`src/rtl/cfi_pkg.sv`:
```
package cfi_pkg;

    // ------------------------------------------------------------
    // Register map, byte addresses on the AXI4-Lite slave
    // ------------------------------------------------------------
    localparam logic [7:0] OFS_CTRL = 8'h00;
    localparam logic [7:0] OFS_STATUS = 8'h04;
    localparam logic [7:0] OFS_INT_STAT = 8'h08;
    localparam logic [7:0] OFS_INT_MASK = 8'h0c;

    localparam logic [1:0] RESP_OKAY = 2'h0;
    localparam logic [1:0] RESP_SLVERR = 2'h2;

    // ------------------------------------------------------------
    // Field positions and reset values
    // ------------------------------------------------------------
    localparam int CTRL_W = 4;
    localparam logic [3:0] CTRL_RST = 4'h0;

    localparam int INT_W = 5;
    localparam int INT_READY = 0;
    localparam int INT_ALIGN = 1;
    localparam int INT_OVH_FP = 2;
    localparam int INT_TX_FP = 3;
    localparam int INT_RX_FP = 4;
    localparam logic [4:0] INT_MASK_RST = 5'h00;
    localparam logic [4:0] INT_STAT_RST = 5'h00;

    localparam int STAT_READY = 0;
    localparam int STAT_CFG_DONE = 1;
    localparam int STAT_PROT_FIRST = 2;
    localparam int STAT_PROT_SECOND = 3;
    localparam int STAT_OVH_EN_A = 4;
    localparam int STAT_SIDE = 5;

    // ------------------------------------------------------------
    // Core register port, reached by either CPU bus
    // ------------------------------------------------------------
    localparam logic [6:0] CORE_OFS_SCRATCH = 7'h00;
    localparam logic [6:0] CORE_OFS_STATUS = 7'h01;
    localparam logic [7:0] CORE_SCRATCH_RST = 8'h00;

    // ------------------------------------------------------------
    // Timing
    // ------------------------------------------------------------
    localparam int READY_DELAY_CYC = 6;
    localparam logic [2:0] READY_LAST = 3'(READY_DELAY_CYC - 1);

    // ------------------------------------------------------------
    // Types
    // ------------------------------------------------------------
    typedef enum logic [1:0] {
        RDY_WAIT,
        RDY_COUNT,
        RDY_UP
    } cfi_ready_e;

    typedef struct packed {
        logic hiz_a;
        logic cha_en;
        logic gate;
        logic side;
    } cfi_ctrl_s;

    typedef struct packed {
        logic cs;
        logic rd;
        logic [6:0] addr;
        logic [7:0] wdata;
    } cfi_cpu_req_s;

endpackage : cfi_pkg

```
`src/rtl/cfi_sync.sv`:
```
`timescale 1ns/1ns
module cfi_sync #(
    parameter int W = 1
) (
    // Clock and reset
    input wire logic mclk,
    input wire logic rst_b,
    // Asynchronous in, synchronous out
    input wire logic [W-1:0] d,
    output logic [W-1:0] q
);

    logic [W-1:0] stage1;

    always_ff @(posedge mclk or negedge rst_b) begin
        if (!rst_b) begin
            stage1 <= '0;
            q <= '0;
        end else begin
            stage1 <= d;
            q <= stage1;
        end
    end

endmodule : cfi_sync

```
`src/rtl/cfi_align.sv`:
```
`timescale 1ns/1ns
module cfi_align (
    // Clock and reset
    input wire logic mclk,
    input wire logic rst_b,
    // One-cycle frame events from the four streams
    input wire logic [3:0] chan_frame,
    // Aligned position
    output logic aligned_frame_marker
);

    logic [3:0] seen;
    logic [3:0] next_seen;
    logic next_marker;

    // A stream that frames twice before the slowest one is counted once;
    // the marker follows one cycle after the last of the four arrives.
    always_comb begin
        next_seen = seen | chan_frame;
        next_marker = 1'b0;
        if (&next_seen) begin
            next_seen = 4'h0;
            next_marker = 1'b1;
        end
    end

    always_ff @(posedge mclk or negedge rst_b) begin
        if (!rst_b) begin
            seen <= 4'h0;
            aligned_frame_marker <= 1'b0;
        end else begin
            seen <= next_seen;
            aligned_frame_marker <= next_marker;
        end
    end
endmodule : cfi_align

```
`src/rtl/cfi_core.sv`:
```
`timescale 1ns/1ns
module cfi_core (
    // Clock and reset
    input wire logic mclk,
    input wire logic rst_b,
    // AXI4-Lite slave
    input wire logic [7:0] s_axi_awaddr,
    input wire logic s_axi_awvalid,
    output logic s_axi_awready,
    input wire logic [31:0] s_axi_wdata,
    input wire logic [3:0] s_axi_wstrb,
    input wire logic s_axi_wvalid,
    output logic s_axi_wready,
    output logic [1:0] s_axi_bresp,
    output logic s_axi_bvalid,
    input wire logic s_axi_bready,
    input wire logic [7:0] s_axi_araddr,
    input wire logic s_axi_arvalid,
    output logic s_axi_arready,
    output logic [31:0] s_axi_rdata,
    output logic [1:0] s_axi_rresp,
    output logic s_axi_rvalid,
    input wire logic s_axi_rready,
    output logic irq,
    // Configuration and ready
    input wire logic cfg_done,
    output logic core_ready,
    // Core-side microprocessor pins
    input wire logic [6:0] mp_addr,
    input wire logic [7:0] mp_db_in,
    output logic [7:0] mp_db_out,
    output logic mp_db_oe,
    input wire logic mp_rd_wr_n,
    input wire logic mp_cs_n,
    output logic mp_int_n_out,
    output logic mp_int_n_oe,
    // Fabric-side CPU bus
    input wire logic [7:0] fab_cpu_wdata,
    input wire logic [6:0] fab_cpu_addr,
    input wire logic fab_cpu_rd_wr_n,
    input wire logic fab_cpu_cs_n,
    output logic [7:0] fab_cpu_rdata,
    output logic fab_cpu_int_n,
    // Fabric frame and protection controls
    input wire logic transmit_frame_marker,
    input wire logic receive_frame_marker,
    input wire logic protection_switch_first,
    input wire logic protection_switch_second,
    // Receive overhead serial link
    input wire logic ovh_link_clk,
    input wire logic ovh_rx_data_d,
    input wire logic ovh_rx_frame,
    output logic overhead_clk_pulse_gate_bit,
    output logic overhead_receive_clock_gate,
    output logic overhead_receive_frame_marker,
    output logic overhead_receive_data_d,
    output logic ovh_enable_a,
    // Alignment and recovered clocks
    input wire logic [3:0] chan_frame_toggle,
    output logic aligned_frame_marker,
    input wire logic [3:0] cdr_clk_in,
    output logic [3:0] recovered_clk
);

    // ------------------------------------------------------------
    // Synchronisers for everything from outside the mclk domain
    // ------------------------------------------------------------
    logic cfg_s;
    logic [16:0] mp_s;
    logic mp_cs_q;
    logic [2:0] lk_s;
    logic [3:0] tog_s;
    logic [3:0] tog_prev;
    logic [3:0] cdr_s;
    cfi_pkg::cfi_cpu_req_s mp_req;
    cfi_pkg::cfi_cpu_req_s fab_req;
    cfi_pkg::cfi_cpu_req_s sel_req;

    cfi_sync #(.W(1)) u_sync_cfg (.mclk(mclk), .rst_b(rst_b),
        .d(cfg_done), .q(cfg_s));
    cfi_sync #(.W(17)) u_sync_mp (.mclk(mclk), .rst_b(rst_b),
        .d({~mp_cs_n, mp_rd_wr_n, mp_addr, mp_db_in}), .q(mp_s));
    cfi_sync #(.W(3)) u_sync_lk (.mclk(mclk), .rst_b(rst_b),
        .d({ovh_link_clk, ovh_rx_data_d, ovh_rx_frame}), .q(lk_s));
    cfi_sync #(.W(4)) u_sync_tog (.mclk(mclk), .rst_b(rst_b),
        .d(chan_frame_toggle), .q(tog_s));
    cfi_sync #(.W(4)) u_sync_cdr (.mclk(mclk), .rst_b(rst_b),
        .d(cdr_clk_in), .q(cdr_s));

    cfi_align u_align (.mclk(mclk), .rst_b(rst_b),
        .chan_frame(tog_s ^ tog_prev),
        .aligned_frame_marker(aligned_frame_marker));

    // ------------------------------------------------------------
    // Ready sequencing
    // ------------------------------------------------------------
    cfi_pkg::cfi_ready_e rdy_state;
    cfi_pkg::cfi_ready_e next_rdy_state;
    logic [2:0] rdy_cnt;
    logic [2:0] next_rdy_cnt;
    logic next_core_ready;

    always_comb begin
        next_rdy_state = rdy_state;
        next_rdy_cnt = rdy_cnt;
        case (rdy_state)
            cfi_pkg::RDY_WAIT: begin
                if (cfg_s) begin
                    next_rdy_state = cfi_pkg::RDY_COUNT;
                    next_rdy_cnt = 3'h0;
                end
            end
            cfi_pkg::RDY_COUNT: begin
                if (rdy_cnt == cfi_pkg::READY_LAST) begin
                    next_rdy_state = cfi_pkg::RDY_UP;
                end else begin
                    next_rdy_cnt = rdy_cnt + 3'h1;
                end
            end
            default: next_rdy_state = cfi_pkg::RDY_UP;
        endcase
        next_core_ready = (next_rdy_state == cfi_pkg::RDY_UP);
    end

    // ------------------------------------------------------------
    // Register port shared by the two CPU buses
    // ------------------------------------------------------------
    cfi_pkg::cfi_ctrl_s ctrl;
    logic [4:0] int_stat;
    logic [4:0] int_mask;
    logic [4:0] next_int_stat;
    logic [4:0] next_int_mask;
    logic [4:0] events;
    logic int_any;
    logic sel_cs_prev;
    logic core_access;
    logic [7:0] scratch;
    logic [7:0] next_scratch;
    logic [7:0] core_rdata;
    logic [7:0] next_fab_rdata;

    always_comb begin
        mp_req = mp_s;
        // The select may resolve a sample before the data; act one later.
        mp_req.cs = mp_s[16] && mp_cs_q;
        fab_req = {~fab_cpu_cs_n, fab_cpu_rd_wr_n,
                   fab_cpu_addr, fab_cpu_wdata};
        sel_req = ctrl.side ? fab_req : mp_req;
        int_any = |(next_int_stat & next_int_mask);
        // Until core_ready is high no write to the core scratch register is acted upon.
        core_access = sel_req.cs && !sel_cs_prev && core_ready;
        if (sel_req.addr == cfi_pkg::CORE_OFS_SCRATCH) begin
            core_rdata = scratch;
        end else if (sel_req.addr == cfi_pkg::CORE_OFS_STATUS) begin
            core_rdata = {6'h00, int_any, core_ready};
        end else begin
            core_rdata = 8'h00;
        end
        next_scratch = scratch;
        if (core_access && !sel_req.rd &&
            sel_req.addr == cfi_pkg::CORE_OFS_SCRATCH) begin
            next_scratch = sel_req.wdata;
        end
        next_fab_rdata = fab_cpu_rdata;
        if (ctrl.side && fab_req.cs && fab_req.rd) begin
            next_fab_rdata = core_rdata;
        end
    end

    // ------------------------------------------------------------
    // AXI4-Lite slave and register file
    // ------------------------------------------------------------
    cfi_pkg::cfi_ctrl_s next_ctrl;
    logic next_awready;
    logic next_bvalid;
    logic [1:0] next_bresp;
    logic next_arready;
    logic next_rvalid;
    logic [31:0] next_rdata;
    logic [1:0] next_rresp;
    logic wr_go;
    logic [5:0] status_word;

    always_comb begin
        next_awready = 1'b0;
        next_bvalid = s_axi_bvalid && !s_axi_bready;
        next_bresp = s_axi_bresp;
        next_arready = 1'b0;
        next_rvalid = s_axi_rvalid && !s_axi_rready;
        next_rdata = s_axi_rdata;
        next_rresp = s_axi_rresp;
        next_ctrl = ctrl;
        next_int_mask = int_mask;
        events = 5'h00;
        events[cfi_pkg::INT_READY] = next_core_ready && !core_ready;
        events[cfi_pkg::INT_ALIGN] = aligned_frame_marker;
        events[cfi_pkg::INT_OVH_FP] = overhead_receive_frame_marker;
        events[cfi_pkg::INT_TX_FP] = transmit_frame_marker;
        events[cfi_pkg::INT_RX_FP] = receive_frame_marker;
        next_int_stat = int_stat;
        status_word = 6'h00;
        status_word[cfi_pkg::STAT_READY] = core_ready;
        status_word[cfi_pkg::STAT_CFG_DONE] = cfg_s;
        status_word[cfi_pkg::STAT_PROT_FIRST] = protection_switch_first;
        status_word[cfi_pkg::STAT_PROT_SECOND] = protection_switch_second;
        status_word[cfi_pkg::STAT_OVH_EN_A] = ovh_enable_a;
        status_word[cfi_pkg::STAT_SIDE] = ctrl.side;
        wr_go = s_axi_awready;
        if (wr_go) begin
            next_bvalid = 1'b1;
            next_bresp = cfi_pkg::RESP_OKAY;
            if (s_axi_awaddr == cfi_pkg::OFS_CTRL) begin
                if (s_axi_wstrb[0]) begin
                    next_ctrl = s_axi_wdata[cfi_pkg::CTRL_W-1:0];
                end
            end else if (s_axi_awaddr == cfi_pkg::OFS_INT_STAT) begin
                if (s_axi_wstrb[0]) begin
                    next_int_stat = int_stat & ~s_axi_wdata[4:0];
                end
            end else if (s_axi_awaddr == cfi_pkg::OFS_INT_MASK) begin
                if (s_axi_wstrb[0]) begin
                    next_int_mask = s_axi_wdata[4:0];
                end
            end else if (s_axi_awaddr != cfi_pkg::OFS_STATUS) begin
                next_bresp = cfi_pkg::RESP_SLVERR;
            end
        end else if (s_axi_awvalid && s_axi_wvalid && !s_axi_bvalid) begin
            next_awready = 1'b1;
        end
        // A new event wins over a clear in the same cycle.
        next_int_stat = next_int_stat | events;
        if (s_axi_arready) begin
            next_rvalid = 1'b1;
            next_rresp = cfi_pkg::RESP_OKAY;
            if (s_axi_araddr == cfi_pkg::OFS_CTRL) begin
                next_rdata = {28'h0000000, ctrl};
            end else if (s_axi_araddr == cfi_pkg::OFS_STATUS) begin
                next_rdata = {26'h0000000, status_word};
            end else if (s_axi_araddr == cfi_pkg::OFS_INT_STAT) begin
                next_rdata = {27'h0000000, int_stat};
            end else if (s_axi_araddr == cfi_pkg::OFS_INT_MASK) begin
                next_rdata = {27'h0000000, int_mask};
            end else begin
                next_rdata = 32'h00000000;
                next_rresp = cfi_pkg::RESP_SLVERR;
            end
        end else if (s_axi_arvalid && !s_axi_rvalid) begin
            next_arready = 1'b1;
        end
    end

    // ------------------------------------------------------------
    // Overhead link, sampled on rising edges of its own clock
    // ------------------------------------------------------------
    logic lk_prev;
    logic lk_rise;

    assign lk_rise = lk_s[2] && !lk_prev;

    // ------------------------------------------------------------
    // State registers
    // ------------------------------------------------------------
    always_ff @(posedge mclk or negedge rst_b) begin
        if (!rst_b) begin
            rdy_state <= cfi_pkg::RDY_WAIT;
            rdy_cnt <= 3'h0;
            core_ready <= 1'b0;
            ctrl <= cfi_pkg::CTRL_RST;
            int_stat <= cfi_pkg::INT_STAT_RST;
            int_mask <= cfi_pkg::INT_MASK_RST;
            irq <= 1'b0;
            s_axi_awready <= 1'b0;
            s_axi_wready <= 1'b0;
            s_axi_bvalid <= 1'b0;
            s_axi_bresp <= cfi_pkg::RESP_OKAY;
            s_axi_arready <= 1'b0;
            s_axi_rvalid <= 1'b0;
            s_axi_rdata <= 32'h00000000;
            s_axi_rresp <= cfi_pkg::RESP_OKAY;
            sel_cs_prev <= 1'b0;
            mp_cs_q <= 1'b0;
            scratch <= cfi_pkg::CORE_SCRATCH_RST;
            fab_cpu_rdata <= 8'h00;
            fab_cpu_int_n <= 1'b1;
            mp_db_out <= 8'h00;
            mp_db_oe <= 1'b0;
            mp_int_n_out <= 1'b0;
            mp_int_n_oe <= 1'b0;
            lk_prev <= 1'b0;
            tog_prev <= 4'h0;
            overhead_clk_pulse_gate_bit <= 1'b0;
            overhead_receive_clock_gate <= 1'b0;
            overhead_receive_frame_marker <= 1'b0;
            overhead_receive_data_d <= 1'b0;
            ovh_enable_a <= 1'b0;
            recovered_clk <= 4'h0;
        end else begin
            rdy_state <= next_rdy_state;
            rdy_cnt <= next_rdy_cnt;
            core_ready <= next_core_ready;
            ctrl <= next_ctrl;
            int_stat <= next_int_stat;
            int_mask <= next_int_mask;
            irq <= int_any;
            s_axi_awready <= next_awready;
            s_axi_wready <= next_awready;
            s_axi_bvalid <= next_bvalid;
            s_axi_bresp <= next_bresp;
            s_axi_arready <= next_arready;
            s_axi_rvalid <= next_rvalid;
            s_axi_rdata <= next_rdata;
            s_axi_rresp <= next_rresp;
            sel_cs_prev <= sel_req.cs;
            mp_cs_q <= mp_s[16];
            scratch <= next_scratch;
            fab_cpu_rdata <= next_fab_rdata;
            fab_cpu_int_n <= !(ctrl.side && int_any);
            mp_db_out <= core_rdata;
            mp_db_oe <= !ctrl.side && mp_req.cs && mp_req.rd;
            mp_int_n_out <= 1'b0;
            mp_int_n_oe <= !ctrl.side && int_any;
            lk_prev <= lk_s[2];
            tog_prev <= tog_s;
            overhead_clk_pulse_gate_bit <= ctrl.gate;
            overhead_receive_clock_gate <= ctrl.gate && lk_rise;
            overhead_receive_frame_marker <= ctrl.gate && lk_rise && lk_s[0];
            overhead_receive_data_d <= lk_rise ? lk_s[1]
                                               : overhead_receive_data_d;
            ovh_enable_a <= ctrl.cha_en && ctrl.hiz_a;
            recovered_clk <= cdr_s;
        end
    end
endmodule : cfi_core

```
`config.mk`:
```
export PLATFORM = sky130hd
export DESIGN_NAME = cfi_core
export DESIGN_NICKNAME = d
export VERILOG_FILES = /design/src/rtl/cfi_pkg.sv /design/src/rtl/cfi_sync.sv /design/src/rtl/cfi_align.sv /design/src/rtl/cfi_core.sv
export SDC_FILE = /design/constraint.sdc
export NUM_CORES = 1
export LEC_CHECK = 0
export ABC_AREA = 1
export ABC_CLOCK_PERIOD_IN_PS = 2100
export BUFFER_PORTS_ARGS = -buffer_cell sky130_fd_sc_hd__buf_4
export CAP_MARGIN = 20
export CORE_UTILIZATION = 35
export DETAILED_ROUTE_END_ITERATION = 12
export PLACE_DENSITY = 0.61
export SYNTH_ARGS = -nofsm -noshare
export SYNTH_HDL_FRONTEND = slang
export SYNTH_HIERARCHICAL = 1
export SYNTH_SLANG_ARGS = --single-unit
```
`constraint.sdc`:
```
create_clock -name mclk -period 2.1 [get_ports mclk]
set_input_delay 0.21 -clock mclk [delete_from_list [all_inputs] [get_ports mclk]]
set_output_delay 0.21 -clock mclk [all_outputs]
set_load 0.03 [all_outputs]
```
==> results of run 1 <==
==> cells in the mapped netlist, drive strengths merged (2+ instances only) <==
cell type  number  area, sq um
xor2            5         43.8
ha              2         25.0
nand2         142          541
inv            47          176
a31oi          10         75.1
dfrtp         138         3450
or2             3         18.8
o21a            2         16.3
a21o            2         15.0
nor2           52          215
a21oi          11         55.1
nor4            4         31.3
nor3b           3         33.8
o2111ai         2         17.5
nor3            2         21.3
nand3           6         30.0
clkbuf          3         11.3
o21ai           9         45.0
buf            34          251
mux2            5         56.3
==> critical path: stages (launching register included) <==
cell,delay [ns]
dfrtp_1,0.35
inv_2,0.12
o31ai_1,0.36
nor3b_4,0.28
nand2_4,0.12
nor3_4,0.11
buf_4,0.22
nor2_1,0.07
a31oi_1,0.15
==> power groups by stage <==
| stage | Combinational [W] | Clock [W] | Sequential [W] |
|---|---|---|---|
| floorplan | 0.000428 | 0 | 0.00313 |
| CTS | 0.000882 | 0.00306 | 0.00302 |
| global route | 0.000971 | 0.00317 | 0.00304 |
| detailed placement | 0.000831 | 0 | 0.00306 |
| finish | 0.000868 | 0.00298 | 0.00301 |
| global placement | 0.000805 | 0 | 0.00305 |
==> logic make-up (layout without fill, tap and decap cells) <==
group           Yosys count  count (layout)  share of synthesized area [%]
compound gates           41              41                           5.03
xor+xnor                  5               5                          0.838
fa+ha+maj                 2               2                          0.479
buf+inv                  84             239                           8.41
flops                   139             139                           66.6
mux                       6               6                           1.27
other cells               1              29                         0.0718
simple gates            214             214                           17.3
==> metrics by stage <==
| step | hold WS (ns) | std cells | power (W) |
|---|---|---|---|
| 5_1_grt | 0.0211 | 859 | 0.00718 |
| 3_5_place_dp | 0.251 | 797 | 0.00389 |
| 6_report | 0.0252 | 859 | 0.00686 |
| 4_1_cts | 0.000536 | 859 | 0.00696 |
| 2_1_floorplan | -0.0856 | 520 | 0.00356 |
| 3_3_place_gp | 0.243 | 797 | 0.00385 |
==> routing by layer <==
metal	vias to the layer above	wire, um
met1	1725	4500
met4	0	159
li1	1822	-
met3	13	569
met2	126	5160
met5	-	0
==> final timing paths <==
check                                                from                         to  slack [ns]  cells after the start
max in group asynchronous                           rst_b   u_sync_lk/q[2]$_DFF_PN0_        1.10                      3
min in group asynchronous                           rst_b     mp_db_out[3]$_DFF_PN0_        0.36                      2
setup / recovery                      ctrl[0]$_DFFE_PN0P_     scratch[0]$_DFFE_PN0P_        0.21                      8
hold / removal                      transmit_frame_marker      int_stat[3]$_DFF_PN0_        0.03                      3
hold reg to reg            u_sync_tog/stage1[3]$_DFF_PN0_  u_sync_tog/q[3]$_DFF_PN0_        0.35                      0
setup reg to reg                      ctrl[0]$_DFFE_PN0P_     scratch[0]$_DFFE_PN0P_        0.21                      8
==> final cells by class <==
| type | count | area (sq um) | area share, % |
|---|---|---|---|
| clock buffer | 20 | 457 | 6.32 |
| inverter | 47 | 176 | 2.44 |
| clock inverter | 10 | 144 | 1.99 |
| timing repair buffer | 162 | 1330 | 18.3 |
| multi-input combinational | 297 | 1410 | 19.5 |
| sequential | 139 | 3480 | 48.2 |
| tap | 184 | 230 | 3.19 |
==> state kept, by name (all words and copies together), names as in the netlist, 5 cells and up <==
name / cells
mp_db_out: 8
int_mask: 5
s_axi_rdata: 6
scratch: 8
u_sync_mp/stage1: 17
fab_cpu_rdata: 8
u_sync_mp/q: 17
int_stat: 5
==> flow_metrics.tcl, run 1 <==
set metrics [dict create \
    status "finished, final reports clean" \
    synth_edf_count 0 \
    final_common_cell "nand2_1" \
    worstPathArrival_ns 2.21 \
    period_share_pct 90.0 \
    drv_cap 0 \
    final_cell_mix "nand2_1 (141), dfrtp_1 (138), buf_4 (127)" \
    fillers 1325 \
    ant_nets 0 \
    p_int_w 0.00516 \
    port_buffers 122 \
    syn_to_final_growth_pct 38.3 \
    path_max_fanout 16 \
    async_reset_ff_share_pct 100 \
    vias 3686 \
    finish.utilization_pct 49.7 \
    powerDensity_nw_per_um2 950 \
    power_leakage_nw 3.68 \
    routed_wirelength_um 10400 \
    grt_pass1_vias 3642 \
    worstMarginPinSlew_ns 0.607 \
    placed_area_sq_um 6300 \
    cp-start-kind "flop" \
    drive_gt1_share_pct 26.8 \
    fp.dieH_um 124 \
    synth_cell_types 43 \
    hold_viol_final 0 \
    clock_sinks 139 \
    post_cts_resized 0 \
    finalSetupTns_ns 0 \
    row_count 44 \
    combPwrFrac_pct 12.7 \
    switchingPower_w 0.00170 \
    clk_latency_ns 0.41 \
    grt_usage_pct 14.5 \
    finalSetupViolCount 0 \
    antenna_found_initial 0 \
    pwr-share-seq_pct 43.9 \
    cts_buffers 17 \
    synth_ff_type "dfrtp_1" \
    fin_crit_ns 1.89 \
    slew_violations 0 \
    crit_path_end_kind "flop" \
    grt_max_degree 65 \
    busiest_layer "met2" \
    setup_ws_ns 0.211 \
    cts_setup_buffers 0 \
    ys_seq_area_share_pct 66.6 \
    dpl.hpwl_um 7330 \
    first_pass_iters 4 \
    pwr-share-clk_pct 43.4 \
    overflow 0 \
    path_class "flop to flop" \
    wl_per_cell_um 12.1 \
    htree_levels 4 \
    rsz0062_at_grt "no" \
    die_area_sq_um 15400 \
    start_util_pct 35.9 \
    vdd_drop_max_v 0.000438 \
    grt_pass1_wl_um 16800 \
    slew_headroom_pct 59.5 \
    nets 775 \
    yosys_warnings 6 \
    clk_pin_slew_ns 0.06 \
    skew_ns 0.00704 \
    drt_iter0_drc 145 \
    core_sq_um 14500 \
    dieWidth_um 124 \
    antenna_cells 0 \
    swShare_pct 24.8 \
    cts_buffer_depth 2 \
    hold_path.class "input port to flop" \
    place_congestion 0.836 \
    vias_per_cell 4.29 \
    syn_area_sq_um 5220 \
    synth-seq-cells 139 \
    post-route-drc-count 0 \
    final_area_sq_um 7220 \
    clockRootBuffer "clkbuf_16" \
    worstPathRequired_ns 2.42 \
    use_met1_pct 17.8 \
    io_pins 182 \
    grt_util_met3_pct 4.30 \
    syn_inst 492 \
    tritoncts "yes" \
    max_clock_freq_mhz 529 \
    met2_usage_pct 23.6 \
    syn_avg_cell_area_sq_um 10.6 \
    place_ws_ns 0.235 \
    cts_hold_buffers 32 \
]
(Power assumes the default switching activity.)
==> run 2: changes to the inputs <==
--- a/config.mk
+++ b/config.mk
@@ -8,10 +8,10 @@
 export ABC_AREA = 1
 export ABC_CLOCK_PERIOD_IN_PS = 2100
 export BUFFER_PORTS_ARGS = -buffer_cell sky130_fd_sc_hd__buf_4
-export CAP_MARGIN = 20
-export CORE_UTILIZATION = 35
+export CAP_MARGIN = 15
+export CORE_UTILIZATION = 50
 export DETAILED_ROUTE_END_ITERATION = 12
-export PLACE_DENSITY = 0.61
+export PLACE_DENSITY = 0.82
 export SYNTH_ARGS = -nofsm -noshare
 export SYNTH_HDL_FRONTEND = slang
 export SYNTH_HIERARCHICAL = 1
==> run 2 against run 1 <==
  * Non-clock buffer count increased by 17
  * Clock power decreased by 4%
  * Via count increased by 5.7%
  * Critical endpoint is now scratch[5]$_DFFE_PN0P_
==> flow_metrics.tcl, run 2 (synthesis gave the netlist of run 1 again) <==
set metrics [dict create \
    status "finished, final reports clean" \
    finalSetupTns_ns 0 \
    clk_latency_ns 0.51 \
    worstPathArrival_ns 2.32 \
    clockRootBuffer "clkbuf_8" \
    dieWidth_um 104 \
    slowest_stage "dfrtp_1" \
    fin_crit_ns 1.90 \
    rsz0062_at_grt "no" \
    antenna_cells 0 \
    core_sq_um 9950 \
    top_layer_used "met4" \
    post-route-drc-count 0 \
    final_common_cell "nand2_1" \
    vias 3896 \
    dpl.hpwl_um 7190 \
    place_congestion 0.833 \
    finalSetupViolCount 0 \
    swShare_pct 26.2 \
    hold_path.class "input port to flop" \
    die_area_sq_um 10900 \
    path_max_fanout 19 \
    grt_max_degree 59 \
    nets 792 \
    tritoncts "yes" \
    combPwrFrac_pct 13.3 \
    fp.dieH_um 104 \
    cp_num_buf_inv 2 \
    cp-start-kind "flop" \
    grt_pass1_vias 4054 \
    ant_nets 0 \
    path_cells "buf_4, o21a_2, nor3b_4, nand2_4, nor3_4, buf_4, nor2_1, a31oi_1" \
    vdd_drop_max_v 0.000692 \
    overflow 0 \
    drv_cap 0 \
    period_share_pct 90.7 \
    switchingPower_w 0.00177 \
    powerDensity_nw_per_um2 926 \
    start_util_pct 52.5 \
    clock_sinks 139 \
    clk_pin_slew_ns 0.06 \
    pwr-share-seq_pct 44.6 \
    slowest_delay_ns 0.39 \
    cts_setup_buffers 0 \
    p_int_w 0.00499 \
    critical_path.top_delay_family "simple AND/OR/NAND/NOR gates" \
    port_buffers 122 \
    io_pins 182 \
    wl_met2_um 5840 \
    path_class "flop to flop" \
    slew_violations 0 \
    worstMarginPinSlew_ns 0.513 \
    skew_ns 0.00561 \
    cts_buffer_depth 2 \
    antenna_found_initial 0 \
    row_count 36 \
    first_pass_iters 4 \
    wl_per_cell_um 13.3 \
    power_leakage_nw 3.73 \
    placed_cells_incl_taps 746 \
    wl_met3_um 579 \
    hold_depth 3 \
    pwr-share-clk_pct 42.1 \
    slew_headroom_pct 65.8 \
    final_cell_mix "nand2_1 (141), dfrtp_1 (138), buf_4 (128)" \
    grt_pass1_wl_um 18700 \
    reg_top3 "u_sync_mp/q: 17 flops, u_sync_mp/stage1: 17 flops" \
    crit_path_end_kind "flop" \
    max_clock_freq_mhz 525 \
    drive_gt1_share_pct 26.4 \
    vias_per_cell 4.71 \
    grt_usage_pct 22.4 \
    drt_iter0_drc 168 \
    crit_cells 8 \
    finalNonFillerCells 827 \
    htree_levels 4 \
    cts_buffers 17 \
    wl_met1_um 4360 \
    worstPathRequired_ns 2.51 \
    hold_viol_final 0 \
    syn_to_final_growth_pct 39.6 \
    reg2reg_depth 8 \
    routed_wirelength_um 11000 \
    worst_path_most_repeated_cell "buf_4" \
]
==> run 2: power by group through the flow <==
stage | Sequential [W] | Clock (W) | Combinational (W)
3_5_place_dp | 0.00306 | 0 | 0.000820
4_1_cts | 0.00302 | 0.00289 | 0.000898
5_1_grt | 0.00304 | 0.00304 | 0.000997
2_1_floorplan | 0.00313 | 0 | 0.000428
6_report | 0.00302 | 0.00285 | 0.000897
3_3_place_gp | 0.00304 | 0 | 0.000786
==> run 2: worst paths after layout <==
| path | from | to | slack, ns |
|---|---|---|---|
| min in group asynchronous | rst_b | u_sync_mp/stage1[15]$_DFF_PN0_ | 0.22 |
| worst min-delay path | s_axi_awaddr[0] | s_axi_bresp[1]$_DFFE_PN0P_ | 0.04 |
| worst max-delay path | ctrl[0]$_DFFE_PN0P_ | scratch[5]$_DFFE_PN0P_ | 0.20 |
| worst max register to register | ctrl[0]$_DFFE_PN0P_ | scratch[5]$_DFFE_PN0P_ | 0.20 |
| max in group asynchronous | rst_b | u_sync_cfg/q$_DFF_PN0_ | 1.12 |
| worst min register to register | u_sync_lk/stage1[1]$_DFF_PN0_ | u_sync_lk/q[1]$_DFF_PN0_ | 0.34 |
==> run 2: layout make-up <==
| class | count | area [sq um] |
|---|---|---|
| sequential | 139 | 3480 |
| fill | 687 | 2660 |
| timing repair buffer | 179 | 1480 |
| multi-input combinational | 297 | 1420 |
| clock buffer | 20 | 435 |
| inverter | 47 | 176 |
| tap | 133 | 166 |
| clock inverter | 12 | 139 |
==> run 2: per-stage QoR <==
step                util [%]  power (W)  setup slack [ns]  area [sq um]  hold WS [ns]
global route            73.3    0.00707            0.0706          7290        0.0142
detailed placement      62.5    0.00388             0.290          6220         0.199
global placement        62.5    0.00383             0.338          6220         0.192
finish                  73.3    0.00676             0.196          7290        0.0444
floorplan                  -    0.00356             0.340          5330       -0.0856
CTS                     73.2    0.00680             0.258          7290        0.0254
==> run 2: what timing repair did <==
item	in CTS	in global routing
hold buffers	49	0
setup endpoints to repair	0	1
hold endpoints to repair	105	0
resized for setup	0	1
==> run 2: worst reg2reg max path: stages, from the launching register on <==
cell and delay (ns):
dfrtp_1 0.39, buf_4 0.21, o21a_2 0.26, nor3b_4 0.24, nand2_4 0.12, nor3_4 0.12, buf_4 0.22, nor2_1 0.07
a31oi_1 0.18
==> run 2: routing by layer <==
metal | vias to the layer above | track usage, %
met3 | 28 | 6.14
met5 | - | 0
met4 | 0 | 9.69
met1 | 1838 | 26.0
li1 | 1859 | -
met2 | 171 | 38.8
==> run 3: changes to the inputs <==
--- a/config.mk
+++ b/config.mk
@@ -7,11 +7,12 @@
 export LEC_CHECK = 0
 export ABC_AREA = 1
 export ABC_CLOCK_PERIOD_IN_PS = 2100
-export BUFFER_PORTS_ARGS = -buffer_cell sky130_fd_sc_hd__buf_4
+export BUFFER_PORTS_ARGS = -buffer_cell sky130_fd_sc_hd__buf_2
 export CAP_MARGIN = 15
 export CORE_UTILIZATION = 50
 export DETAILED_ROUTE_END_ITERATION = 12
 export PLACE_DENSITY = 0.82
+export REMOVE_ABC_BUFFERS = 1
 export SYNTH_ARGS = -nofsm -noshare
 export SYNTH_HDL_FRONTEND = slang
 export SYNTH_HIERARCHICAL = 1
==> run 3 against run 2 <==
  * Die area unchanged
  * Hold slack better by 0.013 ns
  * Via count down 0.28%
  * Clock power up 11%
  * Cell area down 3.1%
  * Clock skew up 0.0032 ns
  * Flip-flop and latch count unchanged
  * Critical path depth up 1
  * Wire length down 0.96%
  * Sequential power about the same
  * Largest power group is now clock
==> flow_metrics.tcl, run 3 (synthesis gave the netlist of run 1 again) <==
set metrics [dict create \
    path_class "flop to flop" \
    hold_ws_ns 0.0577 \
    finalSetupViolCount 0 \
    grt_pass1_vias 3960 \
    skew_ns 0.00880 \
    hold_path.class "input port to flop" \
    wl_per_cell_um 13.2 \
    core_sq_um 9950 \
    vdd_drop_max_v 0.000555 \
    fin_crit_ns 1.99 \
    vias_per_cell 4.69 \
    cts_buffers 17 \
    setup_ws_ns 0.108 \
    htree_levels 4 \
    cts_buffer_depth 2 \
    clock_sinks 139 \
    syn_to_final_growth_pct 35.3 \
    placed_area_sq_um 5910 \
    start_util_pct 52.5 \
    antenna_found_initial 0 \
    ant_nets 0 \
    status "finished, final reports clean" \
    dieWidth_um 104 \
    nets 793 \
    powerDensity_nw_per_um2 988 \
    worstPathRequired_ns 2.50 \
    hold_viol_final 0 \
    clockRootBuffer "clkbuf_8" \
    drv_cap 0 \
    period_share_pct 94.9 \
    drive_gt1_share_pct 26.8 \
    grt_usage_pct 22.0 \
    slew_violations 0 \
    clk_latency_ns 0.51 \
    first_pass_iters 4 \
    path_max_fanout 14 \
    final_area_sq_um 7070 \
    dpl.hpwl_um 7070 \
    grt_max_degree 69 \
    reg_top3 "u_sync_mp/q: 17 flops, u_sync_mp/stage1: 17 flops" \
    antenna_cells 0 \
    place_ws_ns -0.0356 \
    clk_pin_slew_ns 0.06 \
    vias 3885 \
    post-route-drc-count 0 \
    max_clock_freq_mhz 502 \
    rsz0062_at_grt "yes" \
    fp.dieH_um 104 \
    cp-start-kind "flop" \
    overflow 0 \
    io_pins 182 \
    drt_iter0_drc 230 \
    final_common_cell "nand2_1" \
    worstPathArrival_ns 2.40 \
    finish.utilization_pct 71.0 \
    crit_path_end_kind "flop" \
    row_count 36 \
    routed_wirelength_um 10900 \
    final_cell_mix "nand2_1 (141), dfrtp_1 (137), buf_2 (121)" \
    power_leakage_nw 3.70 \
    grt_pass1_wl_um 18300 \
    port_buffers 122 \
    place_congestion 0.854 \
    die_area_sq_um 10900 \
    tritoncts "yes" \
]
## run 3: power breakdown
part / internal [W] / leakage [nW] / switching (W)
clock network: 0.00210 / 0.311 / 0.00104
registers: 0.00290 / 1.70 / 0.000117
logic: 0.000294 / 1.69 / 0.000523
total: 0.00529 / 3.70 / 0.00168
## run 3: worst max-delay path: stages, from the launching register on
cell and delay [ns]:
dfrtp_2 0.41, inv_2 0.12, or2_0 0.22, o21a_2 0.15
nor3b_4 0.24, nand2_4 0.12, nor3_4 0.19, buf_4 0.16
nor2_1 0.05, a31oi_1 0.21
## run 3: layout make-up
| type | instances | area [sq um] |
|---|---|---|
| Timing Repair Buffer | 180 | 1190 |
| Fill cell | 712 | 2890 |
| Clock buffer | 20 | 445 |
| Inverter | 47 | 176 |
| Tap cell | 133 | 166 |
| Clock inverter | 12 | 194 |
| Multi-Input combinational cell | 297 | 1420 |
| Sequential cell | 139 | 3480 |
## run 3: per-stage QoR
| stage | TNS [ns] | cells | total power, W |
|---|---|---|---|
| CTS | 0 | 828 | 0.00704 |
| finish | 0 | 828 | 0.00698 |
| detailed placement | -0.0432 | 745 | 0.00381 |
| global route | 0 | 828 | 0.00731 |
| global placement | 0 | 745 | 0.00376 |
| floorplan | -0.0444 | 483 | 0.00351 |
## run 3: final timing paths
path / from / end / slack (ns) / cells past startpoint
max: ctrl[0]$_DFFE_PN0P_ / scratch[3]$_DFFE_PN0P_ / 0.11 / 9
min: s_axi_awaddr[0] / s_axi_bresp[1]$_DFFE_PN0P_ / 0.06 / 3
max reg2reg: ctrl[0]$_DFFE_PN0P_ / scratch[3]$_DFFE_PN0P_ / 0.11 / 9
min reg2reg: u_sync_lk/stage1[2]$_DFF_PN0_ / u_sync_lk/q[2]$_DFF_PN0_ / 0.35 / 0
max in group asynchronous: rst_b / fab_cpu_int_n$_DFF_PN1_ / 1.15 / 3
min in group asynchronous: rst_b / s_axi_bresp[1]$_DFFE_PN0P_ / 0.19 / 2
## run 3: timing repair
action | 4_1_cts | 5_1_grt
setup buffers | 2 | 0
pin swaps | 1 | 0
endpoints found under the setup margin | 6 | 8
endpoints found under the hold margin | 90 | 0
gates resized for setup | 0 | 2
hold buffers | 49 | 0
## run 3: per-layer routing
metal	up-vias	share of wire, %	track usage (%)
met1	1818	40	25.6
met4	0	2.7	11.7
li1	1866	-	-
met5	-	0	0
met3	34	4.5	5.76
met2	167	52	37.4
